<file path="src/include/omv_defs.svh">
`ifndef OMV_DEFS_SVH
`define OMV_DEFS_SVH
`define OMV_CLK_PERIOD_NS 8
`define OMV_TO_SLOW_US 4000
`define OMV_TO_FAST_US 1000
`define OMV_NSTAGE 6
`define OMV_NONE 3'h7
`define OMV_IDX_HPL 8'h1c
`define OMV_IDX_HPR 8'h1d
`define OMV_IDX_MIXL 8'h20
`define OMV_IDX_MIXR 8'h21
`define OMV_IDX_ATT 8'h22
`define OMV_IDX_SPKL 8'h26
`define OMV_IDX_SPKR 8'h27
`define OMV_IDX_HPSELL 8'h2d
`define OMV_IDX_HPSELR 8'h2e
`define OMV_IDX_ROUTE 8'h36
`define OMV_IDX_TOCTL 8'h40
`define OMV_IDX_STAT 8'h41
`define OMV_COMMIT_BIT 8
`define OMV_ZC_BIT 7
`define OMV_UNMUTE_BIT 6
`define OMV_HPSEL_BIT 8
`define OMV_GAIN_RST 8'h79
`define OMV_HP_GAIN_RST 8'h6d
`define OMV_ROUTE_MASK 8'h55
`define OMV_ATT_RST 6'h03
`define OMV_LVL_MUTE 2'h3
`define OMV_TO_EN_BIT 0
`define OMV_TO_RATE_BIT 1
`define OMV_RESP_OKAY 2'h0
`define OMV_RESP_SLVERR 2'h2
`endif

</file>
<file path="src/include/omv_pkg.sv">
package omv_pkg;
   typedef enum logic [1:0] {
      OMV_ST_IDLE = 2'b01,
      OMV_ST_WAIT = 2'b10
   } omv_zc_state_t;
   typedef struct packed {
      logic unmute;
      logic [5:0] level;
   } omv_stage_t;
   typedef struct packed {
      logic [3:0] route;
      logic [3:0] fine_atten;
      logic [1:0] atten_6db_steps;
      logic mute;
   } omv_spk_mix_t;
endpackage : omv_pkg

</file>
<file path="src/hdl/omv_gain_stage.sv">
`timescale 1ns/1ps
module omv_gain_stage (
   input wire logic ref_clk_i,
   input wire logic sys_rst_i,
   input wire logic commit_i,
   input wire logic zc_en_i,
   input wire logic [5:0] stored_level_i,
   input wire logic [5:0] reset_level_i,
   input wire logic zc_detect_i,
   input wire logic timeout_tick_i,
   output logic [5:0] level_o,
   output logic pending_o
);
   omv_pkg::omv_zc_state_t state_reg, state_next;
   logic [5:0] level_reg;
   wire waiting = (state_reg == omv_pkg::OMV_ST_WAIT);
   // a change of zero-cross enable while waiting releases the held update
   wire release_w = waiting && (zc_detect_i || timeout_tick_i || !zc_en_i);
   wire apply_now = (commit_i && !zc_en_i) || release_w;
   always_comb begin
      case (state_reg)
         omv_pkg::OMV_ST_IDLE: state_next = (commit_i && zc_en_i && !zc_detect_i)
            ? omv_pkg::OMV_ST_WAIT : omv_pkg::OMV_ST_IDLE;
         omv_pkg::OMV_ST_WAIT: state_next = release_w ? omv_pkg::OMV_ST_IDLE : omv_pkg::OMV_ST_WAIT;
         default: state_next = omv_pkg::OMV_ST_IDLE;
      endcase
   end
   wire apply_w = apply_now || (commit_i && zc_en_i && zc_detect_i);
   always_ff @(posedge ref_clk_i) begin
      if (sys_rst_i) begin
         state_reg <= omv_pkg::OMV_ST_IDLE;
         // power-on level is a tied constant from the register bank
         level_reg <= reset_level_i;
      end else begin
         state_reg <= state_next;
         if (apply_w) begin
            level_reg <= stored_level_i;
         end
      end
   end
   assign level_o = level_reg;
   assign pending_o = waiting;
endmodule : omv_gain_stage

</file>
<file path="src/hdl/omv_output_mix_volume_ctrl.sv">
// Register access over AXI4-Lite was chosen for this implementation.
`timescale 1ns/1ps
`include "omv_defs.svh"
// Function
// - routing register holds four right speaker mixer source enables, 1 passes, reset 0
// - bits 5:2 give each right speaker source 0dB or -3dB, reset 0dB
// - bits 1:0 set speaker mixer level 0, -6, -12dB or mute, reset mute
// - six output gain stages, each with its own register, applied in left/right pairs by one update bit
// - with zero-cross enabled a pending volume waits for a zero crossing
// - with zero-cross enabled the timeout tick applies a still pending volume
// - a volume write without update bit stores but leaves applied gain alone, except clearing zero-cross while pending applies it
// - update bit 8 in either mixer output register applies both volumes
// - bit 7 of each mixer output register enables zero-cross, reset off
// - bit 6 of each mixer output register is active low mute, reset unmuted
// - bits 5:0 hold six-bit volume, reset 39h for 0dB
// - headphone stage input selects output mixer by default, converter when set
// - headphone update bit applies both headphone volumes, otherwise only stores
module omv_output_mix_volume_ctrl #(
   parameter int unsigned TO_SLOW_CYC = (`OMV_TO_SLOW_US * 1000) / `OMV_CLK_PERIOD_NS,
   parameter int unsigned TO_FAST_CYC = (`OMV_TO_FAST_US * 1000) / `OMV_CLK_PERIOD_NS
) (
   input wire logic ref_clk_i,
   input wire logic sys_rst_i,
   input wire logic [11:0] s_axi_awaddr_i,
   input wire logic s_axi_awvalid_i,
   output logic s_axi_awready_o,
   input wire logic [31:0] s_axi_wdata_i,
   input wire logic [3:0] s_axi_wstrb_i,
   input wire logic s_axi_wvalid_i,
   output logic s_axi_wready_o,
   output logic [1:0] s_axi_bresp_o,
   output logic s_axi_bvalid_o,
   input wire logic s_axi_bready_i,
   input wire logic [11:0] s_axi_araddr_i,
   input wire logic s_axi_arvalid_i,
   output logic s_axi_arready_o,
   output logic [31:0] s_axi_rdata_o,
   output logic [1:0] s_axi_rresp_o,
   output logic s_axi_rvalid_o,
   input wire logic s_axi_rready_i,
   input wire logic [5:0] zero_cross_i,
   output omv_pkg::omv_stage_t [5:0] stage_gain_o,
   output omv_pkg::omv_spk_mix_t right_speaker_mixer_o,
   output logic [1:0] headphone_direct_select_o
);
   // stage order: 0/1 mixer out L/R, 2/3 headphone L/R, 4/5 speaker L/R
   function automatic logic [2:0] stage_of(input logic [7:0] idx);
      case (idx)
         `OMV_IDX_MIXL: stage_of = 3'h0;
         `OMV_IDX_MIXR: stage_of = 3'h1;
         `OMV_IDX_HPL: stage_of = 3'h2;
         `OMV_IDX_HPR: stage_of = 3'h3;
         `OMV_IDX_SPKL: stage_of = 3'h4;
         `OMV_IDX_SPKR: stage_of = 3'h5;
         default: stage_of = `OMV_NONE;
      endcase
   endfunction : stage_of

   ////////////////////////////////////////////////////////////////
   // write channel: address and data may arrive in either order
   logic aw_full_reg;
   logic [11:0] aw_addr_reg;
   logic w_full_reg;
   logic [31:0] w_data_reg;
   logic [3:0] w_strb_reg;
   logic bvalid_reg;
   logic [1:0] bresp_reg;

   assign s_axi_awready_o = !aw_full_reg;
   assign s_axi_wready_o = !w_full_reg;
   wire aw_take = s_axi_awvalid_i && !aw_full_reg;
   wire w_take = s_axi_wvalid_i && !w_full_reg;
   wire aw_have = aw_full_reg || aw_take;
   wire w_have = w_full_reg || w_take;
   wire do_write = aw_have && w_have && !bvalid_reg;
   wire [11:0] wr_addr = aw_full_reg ? aw_addr_reg : s_axi_awaddr_i;
   wire [31:0] wr_data = w_full_reg ? w_data_reg : s_axi_wdata_i;
   wire [3:0] wr_strb = w_full_reg ? w_strb_reg : s_axi_wstrb_i;
   wire [7:0] wr_idx = wr_addr[9:2];
   wire [2:0] wr_stage = stage_of(wr_idx);
   wire wr_lo = wr_strb[0];
   wire wr_hi = wr_strb[1];

   always_ff @(posedge ref_clk_i) begin
      if (sys_rst_i) begin
         aw_full_reg <= 1'b0;
         aw_addr_reg <= 12'h000;
         w_full_reg <= 1'b0;
         w_data_reg <= 32'h00000000;
         w_strb_reg <= 4'h0;
      end else begin
         if (do_write) begin
            aw_full_reg <= 1'b0;
         end else if (aw_take) begin
            aw_full_reg <= 1'b1;
            aw_addr_reg <= s_axi_awaddr_i;
         end
         if (do_write) begin
            w_full_reg <= 1'b0;
         end else if (w_take) begin
            w_full_reg <= 1'b1;
            w_data_reg <= s_axi_wdata_i;
            w_strb_reg <= s_axi_wstrb_i;
         end
      end
   end

   wire wr_mapped = (wr_stage != `OMV_NONE) || (wr_idx == `OMV_IDX_ATT) || (wr_idx == `OMV_IDX_ROUTE)
      || (wr_idx == `OMV_IDX_HPSELL) || (wr_idx == `OMV_IDX_HPSELR) || (wr_idx == `OMV_IDX_TOCTL)
      || (wr_idx == `OMV_IDX_STAT);
   always_ff @(posedge ref_clk_i) begin
      if (sys_rst_i) begin
         bvalid_reg <= 1'b0;
         bresp_reg <= `OMV_RESP_OKAY;
      end else if (do_write) begin
         bvalid_reg <= 1'b1;
         bresp_reg <= wr_mapped ? `OMV_RESP_OKAY : `OMV_RESP_SLVERR;
      end else if (s_axi_bready_i) begin
         bvalid_reg <= 1'b0;
      end
   end
   assign s_axi_bvalid_o = bvalid_reg;
   assign s_axi_bresp_o = bresp_reg;

   ////////////////////////////////////////////////////////////////
   // control registers
   logic [7:0] gain_reg [`OMV_NSTAGE];
   logic [7:0] route_reg;
   logic [5:0] att_reg;
   logic [1:0] hpsel_reg;
   logic [1:0] toctl_reg;
   logic [2:0] commit_reg;

   wire [2:0] commit_next;
   // the update bit is a strobe: it is never stored, so it reads back as zero
   wire wr_commit = do_write && wr_hi && wr_data[`OMV_COMMIT_BIT] && (wr_stage != `OMV_NONE);
   genvar gp;
   generate
      for (gp = 0; gp < 3; gp++) begin : g_pair
         assign commit_next[gp] = wr_commit && (wr_stage[2:1] == 2'(gp));
      end
   endgenerate

   always_ff @(posedge ref_clk_i) begin
      if (sys_rst_i) begin
         route_reg <= 8'h00;
         att_reg <= `OMV_ATT_RST;
         hpsel_reg <= 2'h0;
         toctl_reg <= 2'h0;
         commit_reg <= 3'h0;
      end else begin
         // commit lags the write by one cycle, landing with the store, so the stage sees the new value
         commit_reg <= commit_next;
         if (do_write && wr_lo && wr_idx == `OMV_IDX_ROUTE) begin
            route_reg <= wr_data[7:0] & `OMV_ROUTE_MASK;
         end
         if (do_write && wr_lo && wr_idx == `OMV_IDX_ATT) begin
            att_reg <= wr_data[5:0];
         end
         if (do_write && wr_hi && wr_idx == `OMV_IDX_HPSELL) begin
            hpsel_reg[0] <= wr_data[`OMV_HPSEL_BIT];
         end
         if (do_write && wr_hi && wr_idx == `OMV_IDX_HPSELR) begin
            hpsel_reg[1] <= wr_data[`OMV_HPSEL_BIT];
         end
         if (do_write && wr_lo && wr_idx == `OMV_IDX_TOCTL) begin
            toctl_reg <= wr_data[1:0];
         end
      end
   end

   ////////////////////////////////////////////////////////////////
   // timeout tick: runs only while enabled; free running, as a divided clock would
   logic [19:0] to_cnt_reg;
   wire to_en = toctl_reg[`OMV_TO_EN_BIT];
   wire [19:0] to_last = toctl_reg[`OMV_TO_RATE_BIT] ? 20'(TO_FAST_CYC - 1) : 20'(TO_SLOW_CYC - 1);
   wire to_tick = to_en && (to_cnt_reg >= to_last);
   always_ff @(posedge ref_clk_i) begin
      if (sys_rst_i || !to_en || to_tick) begin
         to_cnt_reg <= 20'h00000;
      end else begin
         to_cnt_reg <= to_cnt_reg + 20'h00001;
      end
   end

   ////////////////////////////////////////////////////////////////
   // six gain stages
   logic [5:0] pending;
   logic [5:0] applied_level [`OMV_NSTAGE];
   genvar gs;
   generate
      for (gs = 0; gs < `OMV_NSTAGE; gs++) begin : g_stage
         localparam logic [2:0] SIDX = 3'(gs);
         localparam logic [7:0] RST = (gs == 2 || gs == 3) ? `OMV_HP_GAIN_RST : `OMV_GAIN_RST;
         always_ff @(posedge ref_clk_i) begin
            if (sys_rst_i) begin
               gain_reg[gs] <= RST;
            end else if (do_write && wr_lo && wr_stage == SIDX) begin
               gain_reg[gs] <= wr_data[7:0];
            end
         end
         omv_gain_stage u_stage (
            .ref_clk_i(ref_clk_i),
            .sys_rst_i(sys_rst_i),
            .commit_i(commit_reg[gs / 2]),
            .zc_en_i(gain_reg[gs][`OMV_ZC_BIT]),
            .stored_level_i(gain_reg[gs][5:0]),
            .reset_level_i(RST[5:0]),
            .zc_detect_i(zero_cross_i[gs]),
            .timeout_tick_i(to_tick),
            .level_o(applied_level[gs]),
            .pending_o(pending[gs])
         );
         assign stage_gain_o[gs].level = applied_level[gs];
         // mute acts at once; only the volume waits for an update
         assign stage_gain_o[gs].unmute = gain_reg[gs][`OMV_UNMUTE_BIT];
      end
   endgenerate

   assign right_speaker_mixer_o.route = {route_reg[6], route_reg[4], route_reg[2], route_reg[0]};
   assign right_speaker_mixer_o.fine_atten = att_reg[5:2];
   wire spk_muted = (att_reg[1:0] == `OMV_LVL_MUTE);
   assign right_speaker_mixer_o.mute = spk_muted;
   assign right_speaker_mixer_o.atten_6db_steps = spk_muted ? 2'h0 : att_reg[1:0];
   assign headphone_direct_select_o = hpsel_reg;

   ////////////////////////////////////////////////////////////////
   // read channel: one cycle to answer
   logic rvalid_reg;
   logic [31:0] rdata_reg;
   logic [1:0] rresp_reg;
   wire ar_take = s_axi_arvalid_i && !rvalid_reg;
   wire [7:0] rd_idx = s_axi_araddr_i[9:2];
   wire [2:0] rd_stage = stage_of(rd_idx);
   wire [7:0] rd_gain = (rd_stage == `OMV_NONE) ? 8'h00 : gain_reg[rd_stage];
   wire [31:0] rd_other =
      (rd_idx == `OMV_IDX_ROUTE) ? {24'h000000, route_reg} :
      (rd_idx == `OMV_IDX_ATT) ? {26'h0000000, att_reg} :
      (rd_idx == `OMV_IDX_HPSELL) ? {23'h000000, hpsel_reg[0], 8'h00} :
      (rd_idx == `OMV_IDX_HPSELR) ? {23'h000000, hpsel_reg[1], 8'h00} :
      (rd_idx == `OMV_IDX_TOCTL) ? {30'h00000000, toctl_reg} :
      (rd_idx == `OMV_IDX_STAT) ? {26'h0000000, pending} : 32'h00000000;
   wire rd_mapped = (rd_stage != `OMV_NONE) || (rd_idx == `OMV_IDX_ROUTE) || (rd_idx == `OMV_IDX_ATT)
      || (rd_idx == `OMV_IDX_HPSELL) || (rd_idx == `OMV_IDX_HPSELR) || (rd_idx == `OMV_IDX_TOCTL)
      || (rd_idx == `OMV_IDX_STAT);
   wire [31:0] rd_word = (rd_stage != `OMV_NONE) ? {24'h000000, rd_gain} : rd_other;

   always_ff @(posedge ref_clk_i) begin
      if (sys_rst_i) begin
         rvalid_reg <= 1'b0;
         rdata_reg <= 32'h00000000;
         rresp_reg <= `OMV_RESP_OKAY;
      end else if (ar_take) begin
         rvalid_reg <= 1'b1;
         rdata_reg <= rd_word;
         rresp_reg <= rd_mapped ? `OMV_RESP_OKAY : `OMV_RESP_SLVERR;
      end else if (s_axi_rready_i) begin
         rvalid_reg <= 1'b0;
      end
   end
   assign s_axi_arready_o = !rvalid_reg;
   assign s_axi_rvalid_o = rvalid_reg;
   assign s_axi_rdata_o = rdata_reg;
   assign s_axi_rresp_o = rresp_reg;
endmodule : omv_output_mix_volume_ctrl

</file>
<file path="config.mk">
export PLATFORM = sky130hd
export DESIGN_NAME = omv_output_mix_volume_ctrl
export DESIGN_NICKNAME = d
export VERILOG_FILES = /design/src/include/omv_pkg.sv /design/src/hdl/omv_gain_stage.sv /design/src/hdl/omv_output_mix_volume_ctrl.sv
export VERILOG_INCLUDE_DIRS = /design/src /design/src/include
export SDC_FILE = /design/constraint.sdc
export NUM_CORES = 1
export LEC_CHECK = 0
export ABC_AREA = 1
export BUFFER_PORTS_ARGS = -buffer_cell sky130_fd_sc_hd__buf_2
export CAP_MARGIN = 25
export CORE_MARGIN = 5
export CORE_UTILIZATION = 45
export DETAILED_ROUTE_END_ITERATION = 8
export PLACE_DENSITY = 0.76
export SLEW_MARGIN = 10
export SYNTH_ARGS = -nofsm -noshare
export SYNTH_HDL_FRONTEND = slang
export SYNTH_SLANG_ARGS = --single-unit
</file>
<file path="constraint.sdc">
create_clock -name ref_clk_i -period 2 [get_ports ref_clk_i]
set_input_delay 0.6 -clock ref_clk_i [delete_from_list [all_inputs] [get_ports ref_clk_i]]
set_output_delay 0.6 -clock ref_clk_i [all_outputs]
set_load 0.02 [all_outputs]
</file>
## Yosys cells after proc, flatten, opt, wreduce, memory -nomap -nowiden

Memory sizes are Yosys's and may differ from the RTL's.
Cells that the tools add are included.

| storage, ports and cells | value |
|---|---|
| memories | 1 |
| bits in writable memories | 48 |
| logic and storage cells | 269 |
| bits of input ports | 73 |
| bits in registers | 146 |

Memory list:

| name | words | bits a word | rd ports | clocked after memory_dff | write ports | RTL line | source |
|---|---|---|---|---|---|---|---|
| gain_reg | 6 | 8 | 7 | 0 | 6 | omv_output_mix_volume_ctrl.sv:127 | `` logic [7:0] gain_reg [`OMV_NSTAGE]; `` |

| operators by class | value |
|---|---|
| magnitude comparators | 1 |
| add/subtract/negate cells | 1 |
| reduce and logical (&&, ||, !) cells | 118 |
| mux-type cells | 65 |
| bitwise gates (word level) | 7 |
| equal/unequal tests | 47 |

Operators by type and width:

| cell | count |
|---|---|
| $eq 8x6->1 const B | 16 |
| $mux 8 | 7 |
| $logic_and 1x1->1 | 54 |
| $mux 9 | 6 |
| $logic_or 1x1->1 | 40 |
| $pmux 3 s6 | 2 |
| $eq 8x5->1 const B | 4 |
| $eq 8x7->1 const B | 4 |
| $mux 2 | 16 |
| $mux 1 | 24 |
| $pmux 2 s2 | 6 |
| $add 20x1->20 const B | 1 |
| $ge 20x19->1 | 1 |
| $mux 19 | 1 |
| $logic_not 1->1 | 17 |
| $eq 2x2->1 const B | 8 |
| $eq 2x1->1 const B | 7 |
| $mux 6 | 2 |
| $mux 10 | 1 |
| $eq 3x3->1 const B | 3 |
| $eq 3x2->1 const B | 2 |
| $ne 3x3->1 const B | 2 |
| $or 1x1->1 | 6 |
| $reduce_and 2->1 | 2 |
| 6 further kinds | 7 |

## Depth between registers and ports, before layout

Gate-level depths: netlist of run 1.

| logic depth | value |
|---|---|
| depth after elaboration | 11 |
| mapped depth | 15 |
| mapped depth without buffers | 14 |

## By module

From an unflattened synthesis of run 1, not the netlist that was laid out.

| unflattened totals | value |
|---|---|
| cells, all modules | 1103 |
| area total of the unflattened synthesis | 8718.4 µm² |

Modules (own cells, without submodules):

| module | area an instance (µm²) | instances | sequential area each (µm²) | cells each |
|---|---|---|---|---|
| omv_output_mix_volume_ctrl | 6301.0 | 1 | 2862.7 | 833 |
| omv_gain_stage | 402.9 | 6 | 220.2 | 45 |

## Worst setup path before layout of run 1

OpenSTA, ideal clock, no wires.

| timing path | value |
|---|---|
| kind | input -> register |
| start | input port s_axi_awaddr_i[9] |
| end | memory gain_reg[1][0] (enable) |
| setup slack | -0.112 ns |
| path buffers | 0 |
| arrival time | 1.784 ns |
| stages on the path | 7 |
| setup time | 0.329 ns |
| data required time | 1.671 ns |
| path through | o21ai_1 > nand2_1 > nor3_4 > nand2_2 > a21oi_2 > nand2_2 > nand2_1 |

RTL lines:

| element | RTL line | source |
|---|---|---|
| from (decl) | omv_output_mix_volume_ctrl.sv:24 | `input wire logic [11:0] s_axi_awaddr_i,` |
| to (decl) | omv_output_mix_volume_ctrl.sv:127 |  |

==> insert_results.sql, run 1 <==
INSERT INTO impl_metrics (metric_group, metric, value, unit) VALUES
('status', 'result_of_the_run', 'finished with violations', ''),
('status', 'failed_checks', 'setup timing', ''),
('global_routing', 'grt_max_degree', '26', ''),
('worst_setup_path', 'timing.critical_path.slowest_cell_delay', '0.38', 'ns'),
('clock_tree', 'path_clk_slew', '0.07', 'ns'),
('finish', 'design.final.nets', '1432', ''),
('yosys', 'async_set_reset_flop_share_out_of_synthesis', '0', ''),
('worst_setup_path', 'worst-endpoint-arrival', '2.22', 'ns'),
('global_routing', 'grt_resource_usage_total', '0.222', ''),
('yosys', 'synth_enable_flop_cells', '48', ''),
('route', 'route.antenna.remaining_nets', '0', ''),
('clock_tree', 'clockRootBuffer', 'clkbuf_16', ''),
('yosys', 'postSynthAreaPerCell', '7.44', 'um^2'),
('yosys', 'synth-compound-area-share', '0.0849', ''),
('worst_setup_path', 'worstPathCellList', 'buf_12 > nand2_2 > o21ai_4 > nand2_2 > nor3_4 > nand3_2 > a21oi_4 > nand2_2 > nor2_4 > nand2_1', ''),
('die', 'std_cell_rows', '49', ''),
('sta', 'hold_violation_total_from_the_final_report', '0', ''),
('die', 'die_area', '0.0214', 'mm^2'),
('place', 'dpl.cell_count', '1538', ''),
('yosys', 'post_synth_simple_gate_area', '0.314', ''),
('yosys', 'yosys_most_used_dff', 'dfxtp_1', ''),
('clock_tree', 'cts_num_sinks', '167', ''),
('finish', 'instances_no_fill', '1580', ''),
('worst_setup_path', 'critical_path.slowest_cell', 'dfxtp_4', ''),
('die', 'core_region_area', '0.0181', 'mm^2'),
('finish', 'fillerInstances', '1563', ''),
('finish', 'insertedDiodeCount', '0', ''),
('worst_setup_path', 'worst-path-max-fanout', '10', ''),
('yosys', 'ys_top_cells_by_area', 'dfxtp_1, edfxtp_1, nand2_1, nand3_1, inv_1', ''),
('clock_tree', 'cts_hold_buf', '0', ''),
('power_and_ir_drop', 'power.density_cell_area', '713', 'mW/mm^2'),
('global_routing', 'number_of_global_route_vias_before_repair', '7949', ''),
('yosys', 'gate_count_after_technology_mapping', '1123', ''),
('power_and_ir_drop', 'p_leak', '5.02', 'nW'),
('die', 'chipHeight', '146', 'um'),
('sta', 'setup-violations-final', '21', ''),
('finish', 'area_of_the_multi_input_gates', '0.00423', 'mm^2'),
('route', 'wirelength', '25000', 'um'),
('finish', 'area_delta_synth_final', '31.7', '%'),
('sta', 'max_freq', '484', 'MHz'),
('yosys', 'yosys_warnings', '0', ''),
('sta', 'tightest_slew', '0.723', 'ns'),
('yosys', 'yosys.area.top_type_share', '0.285', ''),
('min_path', 'hold_path.class', 'in2reg', ''),
('worst_setup_path', 'crit_path_frequent_cell', 'nand2_2', ''),
('clock_tree', 'clock_insertion_delay_worst_skew', '0.43', 'ns'),
('yosys', 'synthXorXnorAreaFrac', '0.00629', ''),
('place', 'dp_worst_setup_slack', '-0.300', 'ns'),
('finish', 'stdcell_area', '0.0110', 'mm^2'),
('yosys', 'main_combinational_cell_family_by_area_after_synthesis', 'simple AND/OR/NAND/NOR gates', ''),
('yosys', 'synth_seq_area_share', '0.458', ''),
('route', 'routed_via_density', '5.24', ''),
('yosys', 'cell_accounting_for_the_most_synthesized_area', 'dfxtp_1', ''),
('place', 'detailedPlacementHpwl', '17600', 'um'),
('power_and_ir_drop', 'total_power', '7.85', 'mW'),
('worst_setup_path', 'cp-start-kind', 'flop', ''),
('die', 'design.portCount', '169', ''),
('global_routing', 'grt_first_pass_wirelength', '38600', 'um'),
('route', 'wl_per_cell', '15.9', 'um'),
('finish', 'layout-drive-gt1-share', '0.277', ''),
('yosys', 'postSynthRegisterBits', '167', ''),
('worst_setup_path', 'worst-endpoint-required', '2.16', 'ns'),
('place', 'place_congestion', '0.951', ''),
('place', 'count_of_buffers_from_port_buffering', '110', ''),
('yosys', 'synth.distinct_cells', '44', ''),
('global_routing', 'globalRouteOverflowTotal', '0', ''),
('sta', 'period_minus_slack', '2.07', 'ns'),
('route', 'remaining_drc_errors', '0', ''),
('clock_tree', 'clockBufferDepth', '2', ''),
('sta', 'layout_setup_ws', '-0.0673', 'ns'),
('finish', 'sequential_cell_area', '0.00383', 'mm^2');
==> layer usage <==
| metal | vias to the layer above | wire (um) | global-route usage |
|---|---|---|---|
| met3 | 71 | 1850 | 0.0477 |
| li1 | 4047 | - | - |
| met4 | 0 | 1010 | 0.104 |
| met1 | 3813 | 10100 | 0.277 |
| met2 | 354 | 12100 | 0.367 |
| met5 | - | 0 | 0 |
==> where the power goes <==
group / internal, mW / switching, mW / leakage (nW)
Sequential: 3.54 / 0.0457 / 1.36
Combinational: 0.308 / 0.545 / 3.36
Clock: 2.00 / 1.41 / 0.295
Total: 5.85 / 2.00 / 5.02
==> timing repair <==
| action | CTS | global route |
|---|---|---|
| setup endpoints to repair | 100 | 177 |
| pin swaps | 11 | 22 |
| buffers inserted | 3 | 2 |
| gates resized for setup | 35 | 81 |
| cloned | 0 | 5 |
==> worst max-delay path, delay by kind of cell, from the launching register on <==
kind                   cells  cell delay, ns
and+or+nand+nor            7            1.00
DFF                        1            0.38
buffers and inverters      1            0.15
AOI/OAI and AO/OA          2            0.26
==> per-stage QoR <==
step                      utilization  setup TNS [ns]  hold WS (ns)
after floorplan                     -          -0.466         0.418
after global placement          0.545          -16.92         0.430
after detailed placement        0.545          -19.66         0.443
after CTS                       0.587         -0.0856         0.400
after global routing            0.606          -10.07         0.400
final                           0.606          -0.457         0.407
==> path summary, 6_finish.rpt <==
| kind | start | endpoint | slack, ns | cells past startpoint |
|---|---|---|---|---|
| setup / recovery | aw_full_reg | gain_reg[1][6] | -0.07 | 10 |
| hold / removal | s_axi_wdata_i[4] | w_data_reg[4] | 0.41 | 3 |
| setup reg to reg | aw_full_reg | gain_reg[1][6] | -0.07 | 10 |
| hold reg to reg | aw_addr_reg[7] | aw_addr_reg[7] | 0.45 | 2 |
==> area by class of cell <==
cell class	instances	area share
multi-input cells	792	0.385
well taps	229	0.0260
repair inverters	1	0.000682
inverters	134	0.0466
flip-flops and latches	167	0.348
clock inverters	12	0.0126
repair buffers	225	0.138
clock buffers	20	0.0434
==> layout by cell type, fill, tap and decap left out, types with 13 or more instances in the layout <==
master,Yosys,layout
nand2_1,267,236
nand3_1,136,127
inv_1,127,122
dfxtp_1,119,115
nor2_1,125,114
buf_2,4,110
buf_4,30,100
a21oi_1,64,60
edfxtp_1,48,48
o21ai_0,47,42
conb_1,1,25
nand2_4,0,20
nand2_2,4,19
clkbuf_16,0,18
nand4_1,17,17
ha_1,21,17
or2_2,14,13
==> logic make-up (layout without fill, tap and decap cells) <==
| kind of cell | Yosys count | after routing |
|---|---|---|
| other cells | 1 | 25 |
| flops | 167 | 167 |
| buf+inv | 192 | 392 |
| xor+xnor | 6 | 6 |
| fa+ha+maj | 21 | 21 |
| simple gates | 600 | 604 |
| compound gates | 133 | 133 |
| mux | 3 | 3 |
No activity file was read; power rests on OpenSTA's default activity.
==> run 2: changes to the inputs <==
--- a/config.mk
+++ b/config.mk
@@ -10,5 +10,5 @@
 export BUFFER_PORTS_ARGS = -buffer_cell sky130_fd_sc_hd__buf_2
 export CAP_MARGIN = 25
-export CORE_MARGIN = 5
+export CORE_MARGIN = 2
 export CORE_UTILIZATION = 45
 export DETAILED_ROUTE_END_ITERATION = 8
==> constraint.sdc (replaced) <==
create_clock -name ref_clk_i -period 2 [get_ports ref_clk_i]
set_input_delay 0.4 -clock ref_clk_i [delete_from_list [all_inputs] [get_ports ref_clk_i]]
set_output_delay 0.4 -clock ref_clk_i [all_outputs]
set_load 0.02 [all_outputs]
==> insert_results.sql, run 2 (same netlist as run 1, synthesis figures left out) <==
INSERT INTO impl_metrics (metric_group, metric, value, unit) VALUES
('status', 'result_of_the_run', 'finished with violations', ''),
('status', 'failed_checks', 'setup timing', ''),
('finish', 'most_used_cells_in_the_layout_excluding_fill_and_tap_cells', 'nand2_1, inv_1, nor2_1, dfxtp_1, nand3_1', ''),
('sta', 'layout_setup_ws', '-0.113', 'ns'),
('global_routing', 'grt_resource_usage_total', '0.237', ''),
('worst_setup_path', 'critical_path.reg2reg.endpoint', 'gain_reg[0][1]', ''),
('route', 'initialDrtViolationCount', '816', ''),
('sta', 'max_freq', '473', 'MHz'),
('power_and_ir_drop', 'p_leak', '5.08', 'nW'),
('worst_setup_path', 'reg2reg_depth', '10', ''),
('worst_setup_path', 'setup.worst_path.end', 'gain_reg[0][1]', ''),
('finish', 'area_delta_synth_final', '32.8', '%'),
('route', 'remaining_drc_errors', '0', ''),
('die', 'initial_core_util', '0.462', ''),
('worst_setup_path', 'worst-endpoint-arrival', '2.27', 'ns'),
('power_and_ir_drop', 'comb_power_share', '0.112', ''),
('finish', 'layout-drive-gt1-share', '0.294', ''),
('die', 'design.portCount', '169', ''),
('route', 'wirelength', '24800', 'um'),
('power_and_ir_drop', 'pwr-share-seq', '0.466', ''),
('place', 'dpl.cell_count', '1530', ''),
('power_and_ir_drop', 'power.density_cell_area', '694', 'mW/mm^2'),
('worst_setup_path', 'worst-endpoint-required', '2.16', 'ns'),
('clock_tree', 'cts_hold_buf', '0', ''),
('place', 'count_of_buffers_from_port_buffering', '110', ''),
('finish', 'largest_register_ff_count', '48', ''),
('power_and_ir_drop', 'p_switching', '2.01', 'mW'),
('clock_tree', 'cts_num_sinks', '167', ''),
('worst_setup_path', 'setup.worst_path.class', 'reg2reg', ''),
('clock_tree', 'path_clk_slew', '0.07', 'ns'),
('worst_setup_path', 'cp-startpoint', 'aw_full_reg', ''),
('sta', 'setup-violations-final', '49', ''),
('route', 'wl_per_cell', '15.7', 'um'),
('place', 'place_area', '0.00976', 'mm^2'),
('sta', 'finalCritPeriodShare', '1.06', ''),
('finish', 'stdcell_area', '0.0111', 'mm^2'),
('route', 'routed-via-count', '8387', ''),
('global_routing', 'number_of_global_route_vias_before_repair', '7493', ''),
('worst_setup_path', 'crit_path_end_kind', 'flop', ''),
('clock_tree', 'clockBufferDepth', '2', ''),
('worst_setup_path', 'cp-start-kind', 'flop', ''),
('power_and_ir_drop', 'p_int', '5.69', 'mW'),
('die', 'std_cell_rows', '49', ''),
('power_and_ir_drop', 'max-vdd-ir-drop', '0.632', 'mV'),
('place', 'place_congestion', '0.926', ''),
('sta', 'tightest_slew', '0.626', 'ns'),
('place', 'dp_worst_setup_slack', '-0.138', 'ns'),
('sta', 'slew-limit-headroom', '0.580', ''),
('sta', 'hold_slack', '0.196', 'ns'),
('sta', 'unrepaired_setup_endpoints_after_global_routing', 'true', ''),
('worst_setup_path', 'critical_path.reg2reg.startpoint', 'aw_full_reg', ''),
('sta', 'finalMaxSlewViolations', '0', ''),
('flow_run', 'timing.max_cap.violations', '0', ''),
('finish', 'sequential_cell_area', '0.00383', 'mm^2'),
('clock_tree', 'htreeDepth', '4', ''),
('clock_tree', 'cts_tree', 'done', ''),
('clock_tree', 'clockRootBuffer', 'clkbuf_16', ''),
('global_routing', 'grt_first_pass_wirelength', '37300', 'um'),
('global_routing', 'globalRouteOverflowTotal', '0', ''),
('sta', 'hold_violation_total_from_the_final_report', '0', ''),
('power_and_ir_drop', 'part_of_the_power_in_the_clock_network', '0.422', ''),
('route', 'firstDrtPassIters', '8', ''),
('min_path', 'hold_path.class', 'in2reg', ''),
('global_routing', 'grt_max_degree', '25', ''),
('die', 'chipHeight', '140', 'um'),
('finish', 'mostFrequentLayoutCell', 'nand2_1', ''),
('finish', 'fillerInstances', '1468', ''),
('worst_setup_path', 'reg2reg_setup_slack', '-0.11', 'ns'),
('finish', 'insertedDiodeCount', '0', ''),
('finish', 'design.final.nets', '1433', ''),
('power_and_ir_drop', 'power.switching_fraction', '0.261', ''),
('place', 'detailedPlacementHpwl', '17100', 'um'),
('die', 'floorplan.die.width', '140', 'um'),
('die', 'core_region_area', '0.0181', 'mm^2'),
('power_and_ir_drop', 'total_power', '7.71', 'mW'),
('finish', 'area_of_the_multi_input_gates', '0.00437', 'mm^2'),
('route', 'routed_via_density', '5.30', ''),
('clock_tree', 'clock_insertion_delay_worst_skew', '0.44', 'ns'),
('sta', 'clock_skew', '0.0103', 'ns'),
('die', 'die_area', '0.0197', 'mm^2'),
('route', 'route.antenna.remaining_nets', '0', ''),
('worst_setup_path', 'worst-path-max-fanout', '12', ''),
('global_routing', 'initial_antenna_violation_count', '0', ''),
('sta', 'period_minus_slack', '2.11', 'ns'),
('clock_tree', 'cts_buf_count', '17', ''),
('finish', 'instances_no_fill', '1581', '');
-- run 2: how the worst min path moves through the flow --
| stage | startpoint | end | slack, ns | cells past startpoint |
|---|---|---|---|---|
| final | s_axi_wdata_i[3] | w_data_reg[3] | 0.20 | 3 |
| after global routing | s_axi_wstrb_i[0] | w_strb_reg[0] | 0.20 | 3 |
| after CTS | s_axi_wdata_i[3] | w_data_reg[3] | 0.20 | 3 |
| after detailed placement | to_cnt_reg[0] | to_cnt_reg[0] | 0.44 | 1 |
| after global placement | to_cnt_reg[0] | to_cnt_reg[0] | 0.43 | 1 |
| after floorplan | to_cnt_reg[0] | to_cnt_reg[0] | 0.42 | 1 |
-- run 2: critical path: stages (launching register included) --
cell     delay, ns
dfxtp_2       0.34
buf_12        0.15
o21ai_2       0.15
buf_4         0.14
nand4_1       0.15
nor2_1        0.21
nand2_2       0.14
a21oi_4       0.19
nand3_1       0.13
nand2_2       0.10
buf_12        0.13
-- run 2: repair_timing --
item	4_1_cts	5_1_grt
setup buffers	5	9
setup endpoints to repair	104	155
endpoints found under the hold margin	0	0
gates cloned	5	0
gates resized for setup	35	112
pin swaps	11	35
-- run 2: final cells by class --
type	instances	area share
Clock inverter	12	0.0104
Tap cell	229	0.0258
Timing Repair Buffer	227	0.138
Multi-Input combinational cell	792	0.394
Sequential cell	167	0.345
Clock buffer	20	0.0422
Inverter	134	0.0453
-- run 2: stage by stage --
stage / utilization / TNS [ns]
after detailed placement: 0.540 / -6.40
after CTS: 0.585 / -0.484
after floorplan: - / -0.00949
after global routing: 0.614 / -10.64
final: 0.614 / -3.44
after global placement: 0.540 / -3.91
-- run 2: power groups by stage --
stage / clock network [mW] / logic, mW / registers [mW]
finish: 3.25 / 0.866 / 3.59
global route: 3.42 / 0.932 / 3.59
CTS: 3.27 / 0.781 / 3.59
detailed placement: 0 / 0.756 / 3.66
global placement: 0 / 0.744 / 3.66
floorplan: 0 / 0.435 / 3.67
-- run 2: routing by layer --
layer  global-route usage  share of wire
met4               0.0840          0.029
met3               0.0441          0.072
met1                0.306           0.41
met2                0.401           0.49
met5                    0              0
==> run 3: changes to the inputs <==
- SYNTH_HIERARCHICAL: default -> 1
==> insert_results.sql, run 3 <==
INSERT INTO impl_metrics (metric_group, metric, value, unit) VALUES
('sta', 'clock_skew', '0.00798', 'ns'),
('sta', 'finalMaxSlewViolations', '0', ''),
('yosys', 'ys_top_cells_by_area', 'edfxtp_1, dfxtp_1, nand2_1, inv_1, nor2_1', ''),
('sta', 'layout_setup_ws', '-0.0877', 'ns'),
('worst_setup_path', 'crit_path_end_kind', 'flop', ''),
('route', 'initialDrtViolationCount', '698', ''),
('die', 'std_cell_rows', '50', ''),
('global_routing', 'globalRouteOverflowTotal', '0', ''),
('flow_run', 'timing.max_cap.violations', '0', ''),
('die', 'initial_core_util', '0.463', ''),
('worst_setup_path', 'worst-endpoint-arrival', '2.23', 'ns'),
('yosys', 'synthXorXnorAreaFrac', '0.0141', ''),
('sta', 'setup-violations-final', '37', ''),
('global_routing', 'global_route.usage.met1', '0.286', ''),
('clock_tree', 'cts_buf_count', '17', ''),
('route', 'wl_per_cell', '14.8', 'um'),
('global_routing', 'initial_antenna_violation_count', '0', ''),
('sta', 'total_negative_setup_slack', '-2.33', 'ns'),
('yosys', 'synth.distinct_cells', '45', ''),
('finish', 'most_used_cells_in_the_layout_excluding_fill_and_tap_cells', 'nand2_1, buf_2, inv_1', ''),
('finish', 'fillerInstances', '1594', ''),
('route', 'wirelength', '23300', 'um'),
('clock_tree', 'cts_num_sinks', '167', ''),
('route', 'firstDrtPassIters', '5', ''),
('die', 'design.portCount', '169', ''),
('sta', 'finalCritPeriodShare', '1.04', ''),
('clock_tree', 'htreeDepth', '4', ''),
('clock_tree', 'clock_insertion_delay_worst_skew', '0.44', 'ns'),
('worst_setup_path', 'worst-path-max-fanout', '6', ''),
('yosys', 'yosys.area.top_type_share', '0.289', ''),
('yosys', 'synth_seq_area_share', '0.480', ''),
('finish', 'area_delta_synth_final', '28.3', '%'),
('route', 'routed-via-count', '7886', ''),
('yosys', 'synth_top_cells_by_count', 'nand2_1, inv_1, nor2_1', ''),
('yosys', 'postSynthRegisterBits', '167', ''),
('global_routing', 'grt_first_pass_wirelength', '36000', 'um'),
('route', 'routed_via_density', '4.99', ''),
('yosys', 'main_combinational_cell_family_by_area_after_synthesis', 'simple AND/OR/NAND/NOR gates', ''),
('clock_tree', 'cts_hold_buf', '0', ''),
('sta', 'max_freq', '479', 'MHz'),
('sta', 'period_minus_slack', '2.09', 'ns'),
('global_routing', 'grt_resource_usage_total', '0.228', ''),
('clock_tree', 'cts_tree', 'done', ''),
('yosys', 'synth_enable_flop_cells', '84', ''),
('finish', 'largest_register_ff_count', '48', ''),
('finish', 'instances_no_fill', '1580', ''),
('yosys', 'yosys_most_used_dff', 'edfxtp_1', ''),
('sta', 'unrepaired_setup_endpoints_after_global_routing', 'true', ''),
('place', 'dpl.cell_count', '1543', ''),
('finish', 'layout-drive-gt1-share', '0.257', ''),
('die', 'floorplan.die.width', '143', 'um'),
('worst_setup_path', 'worst-endpoint-required', '2.14', 'ns'),
('clock_tree', 'clockRootBuffer', 'clkbuf_16', ''),
('min_path', 'hold_path.class', 'in2reg', ''),
('yosys', 'yosys.cell_count.top_type', 'nand2_1', ''),
('yosys', 'post_synth_instance_area', '0.00872', 'mm^2'),
('clock_tree', 'path_clk_slew', '0.07', 'ns'),
('power_and_ir_drop', 'total_power', '8.21', 'mW'),
('worst_setup_path', 'cp-start-kind', 'flop', ''),
('die', 'die_area', '0.0205', 'mm^2'),
('die', 'chipHeight', '143', 'um'),
('yosys', 'async_set_reset_flop_share_out_of_synthesis', '0', ''),
('sta', 'hold_violation_total_from_the_final_report', '0', ''),
('finish', 'mostFrequentLayoutCell', 'nand2_1', ''),
('finish', 'sequential_cell_area', '0.00419', 'mm^2'),
('status', 'result_of_the_run', 'finished with violations', ''),
('yosys', 'cell_accounting_for_the_most_synthesized_area', 'edfxtp_1', ''),
('finish', 'design.final.nets', '1402', ''),
('global_routing', 'grt.busiest_layer', 'met2', ''),
('place', 'count_of_buffers_from_port_buffering', '110', ''),
('yosys', 'postSynthAreaPerCell', '7.90', 'um^2'),
('yosys', 'post_synth_simple_gate_area', '0.276', ''),
('status', 'failed_checks', 'setup timing', ''),
('global_routing', 'grt_use_met3', '0.0459', ''),
('clock_tree', 'clockBufferDepth', '2', ''),
('finish', 'insertedDiodeCount', '0', ''),
('yosys', 'gate_count_after_technology_mapping', '1103', ''),
('yosys', 'synth-compound-area-share', '0.0930', ''),
('worst_setup_path', 'setup.worst_path.class', 'reg2reg', ''),
('yosys', 'yosys_warnings', '6', ''),
('power_and_ir_drop', 'power.density_cell_area', '734', 'mW/mm^2'),
('finish', 'area_of_the_multi_input_gates', '0.00424', 'mm^2'),
('global_routing', 'grt_max_degree', '51', ''),
('power_and_ir_drop', 'p_leak', '4.98', 'nW'),
('route', 'route.antenna.remaining_nets', '0', ''),
('global_routing', 'grt.met2_usage', '0.387', ''),
('route', 'remaining_drc_errors', '0', ''),
('yosys', 'synth_fa_ha_area_frac', '0.0301', ''),
('place', 'place_congestion', '0.963', ''),
('die', 'core_region_area', '0.0188', 'mm^2'),
('place', 'detailedPlacementHpwl', '16600', 'um'),
('power_and_ir_drop', 'max-vdd-ir-drop', '0.659', 'mV'),
('global_routing', 'number_of_global_route_vias_before_repair', '7341', ''),
('yosys', 'synth.mux.area_fraction', '0', '');
==> run 3: cell count changes after synthesis, moves of 6 or more <==
cell	before	now
nand3_1	136	75
nand2_1	267	315
dfxtp_1	119	83
edfxtp_1	48	84
nor2_1	125	107
inv_1	127	111
or2_2	14	2
inv_2	5	15
buf_6	1	8
or2_4	0	7
buf_4	30	36
nand4_1	17	11
xor2_1	3	9
==> run 3: worst max-delay path: stages (launching register included) <==
cell and delay [ns]:
dfxtp_4 0.38, buf_6 0.13, ha_4 0.26, nand2_2 0.06, nor4_4 0.27, nand3_2 0.11
nand3_2 0.09, nand2_2 0.08, inv_4 0.09, buf_12 0.14, o21ai_4 0.07, nand2_4 0.11
==> run 3: kinds of logic after synthesis <==
| logic type | Yosys count |
|---|---|
| AO/OA/AOI/OAI | 146 |
| XOR/XNOR | 14 |
| adder cells (fa/ha/maj) | 21 |
| buffers and inverters | 192 |
| flip-flops | 167 |
| other | 2 |
| AND/OR/NAND/NOR | 561 |
==> run 3: report_power, final <==
| part | internal (mW) | switching [mW] | total, mW | leakage, nW |
|---|---|---|---|---|
| Combinational | 0.344 | 0.683 | 1.03 | 3.25 |
| Clock | 2.07 | 1.35 | 3.41 | 0.314 |
| Sequential | 3.72 | 0.0558 | 3.77 | 1.42 |
| Total | 6.13 | 2.09 | 8.21 | 4.98 |
==> run 3: timing repair <==
| action | 4_1_cts | 5_1_grt |
|---|---|---|
| endpoints found under the hold margin | 0 | 0 |
| gates cloned | 0 | 0 |
| setup endpoints to repair | 88 | 120 |
| setup buffers | 4 | 3 |
| pin swaps | 18 | 15 |
| gates resized for setup | 33 | 64 |
==> run 3: stage by stage <==
stage          area, um^2  hold WS (ns)  utilization  setup slack [ns]
6_report            11200         0.155        0.594           -0.0877
5_1_grt             11200         0.168        0.594            -0.171
4_1_cts             10900         0.144        0.579           -0.0878
3_5_place_dp        10100         0.440        0.536            -0.216
3_3_place_gp        10100         0.430        0.536            -0.172
2_1_floorplan        8960         0.418            -            0.0117
==> run 3: path summary, 6_finish.rpt <==
check	slack, ns	end	start	cells after the start
min reg2reg	0.45	w_data_reg[8]	w_data_reg[8]	2
max	-0.09	g_stage[0].u_stage/level_o[1]	toctl_reg[1]	11
max reg2reg	-0.09	g_stage[0].u_stage/level_o[1]	toctl_reg[1]	11
min	0.15	s_axi_bvalid_o	s_axi_bready_i	2
==> run 3: cell type report <==
class	count	share of cell area
inverter	127	0.0435
multi-input combinational	803	0.379
clock inverter	7	0.00682
clock buffer	24	0.0493
sequential	167	0.375
tap	260	0.0291
timing repair buffer	192	0.118
==> run 3: layer usage <==
metal  up-vias  share of wire
met5         -              0
li1       3898              -
met1      3678           0.41
met2       269           0.49
met3        41          0.067
met4         0          0.027
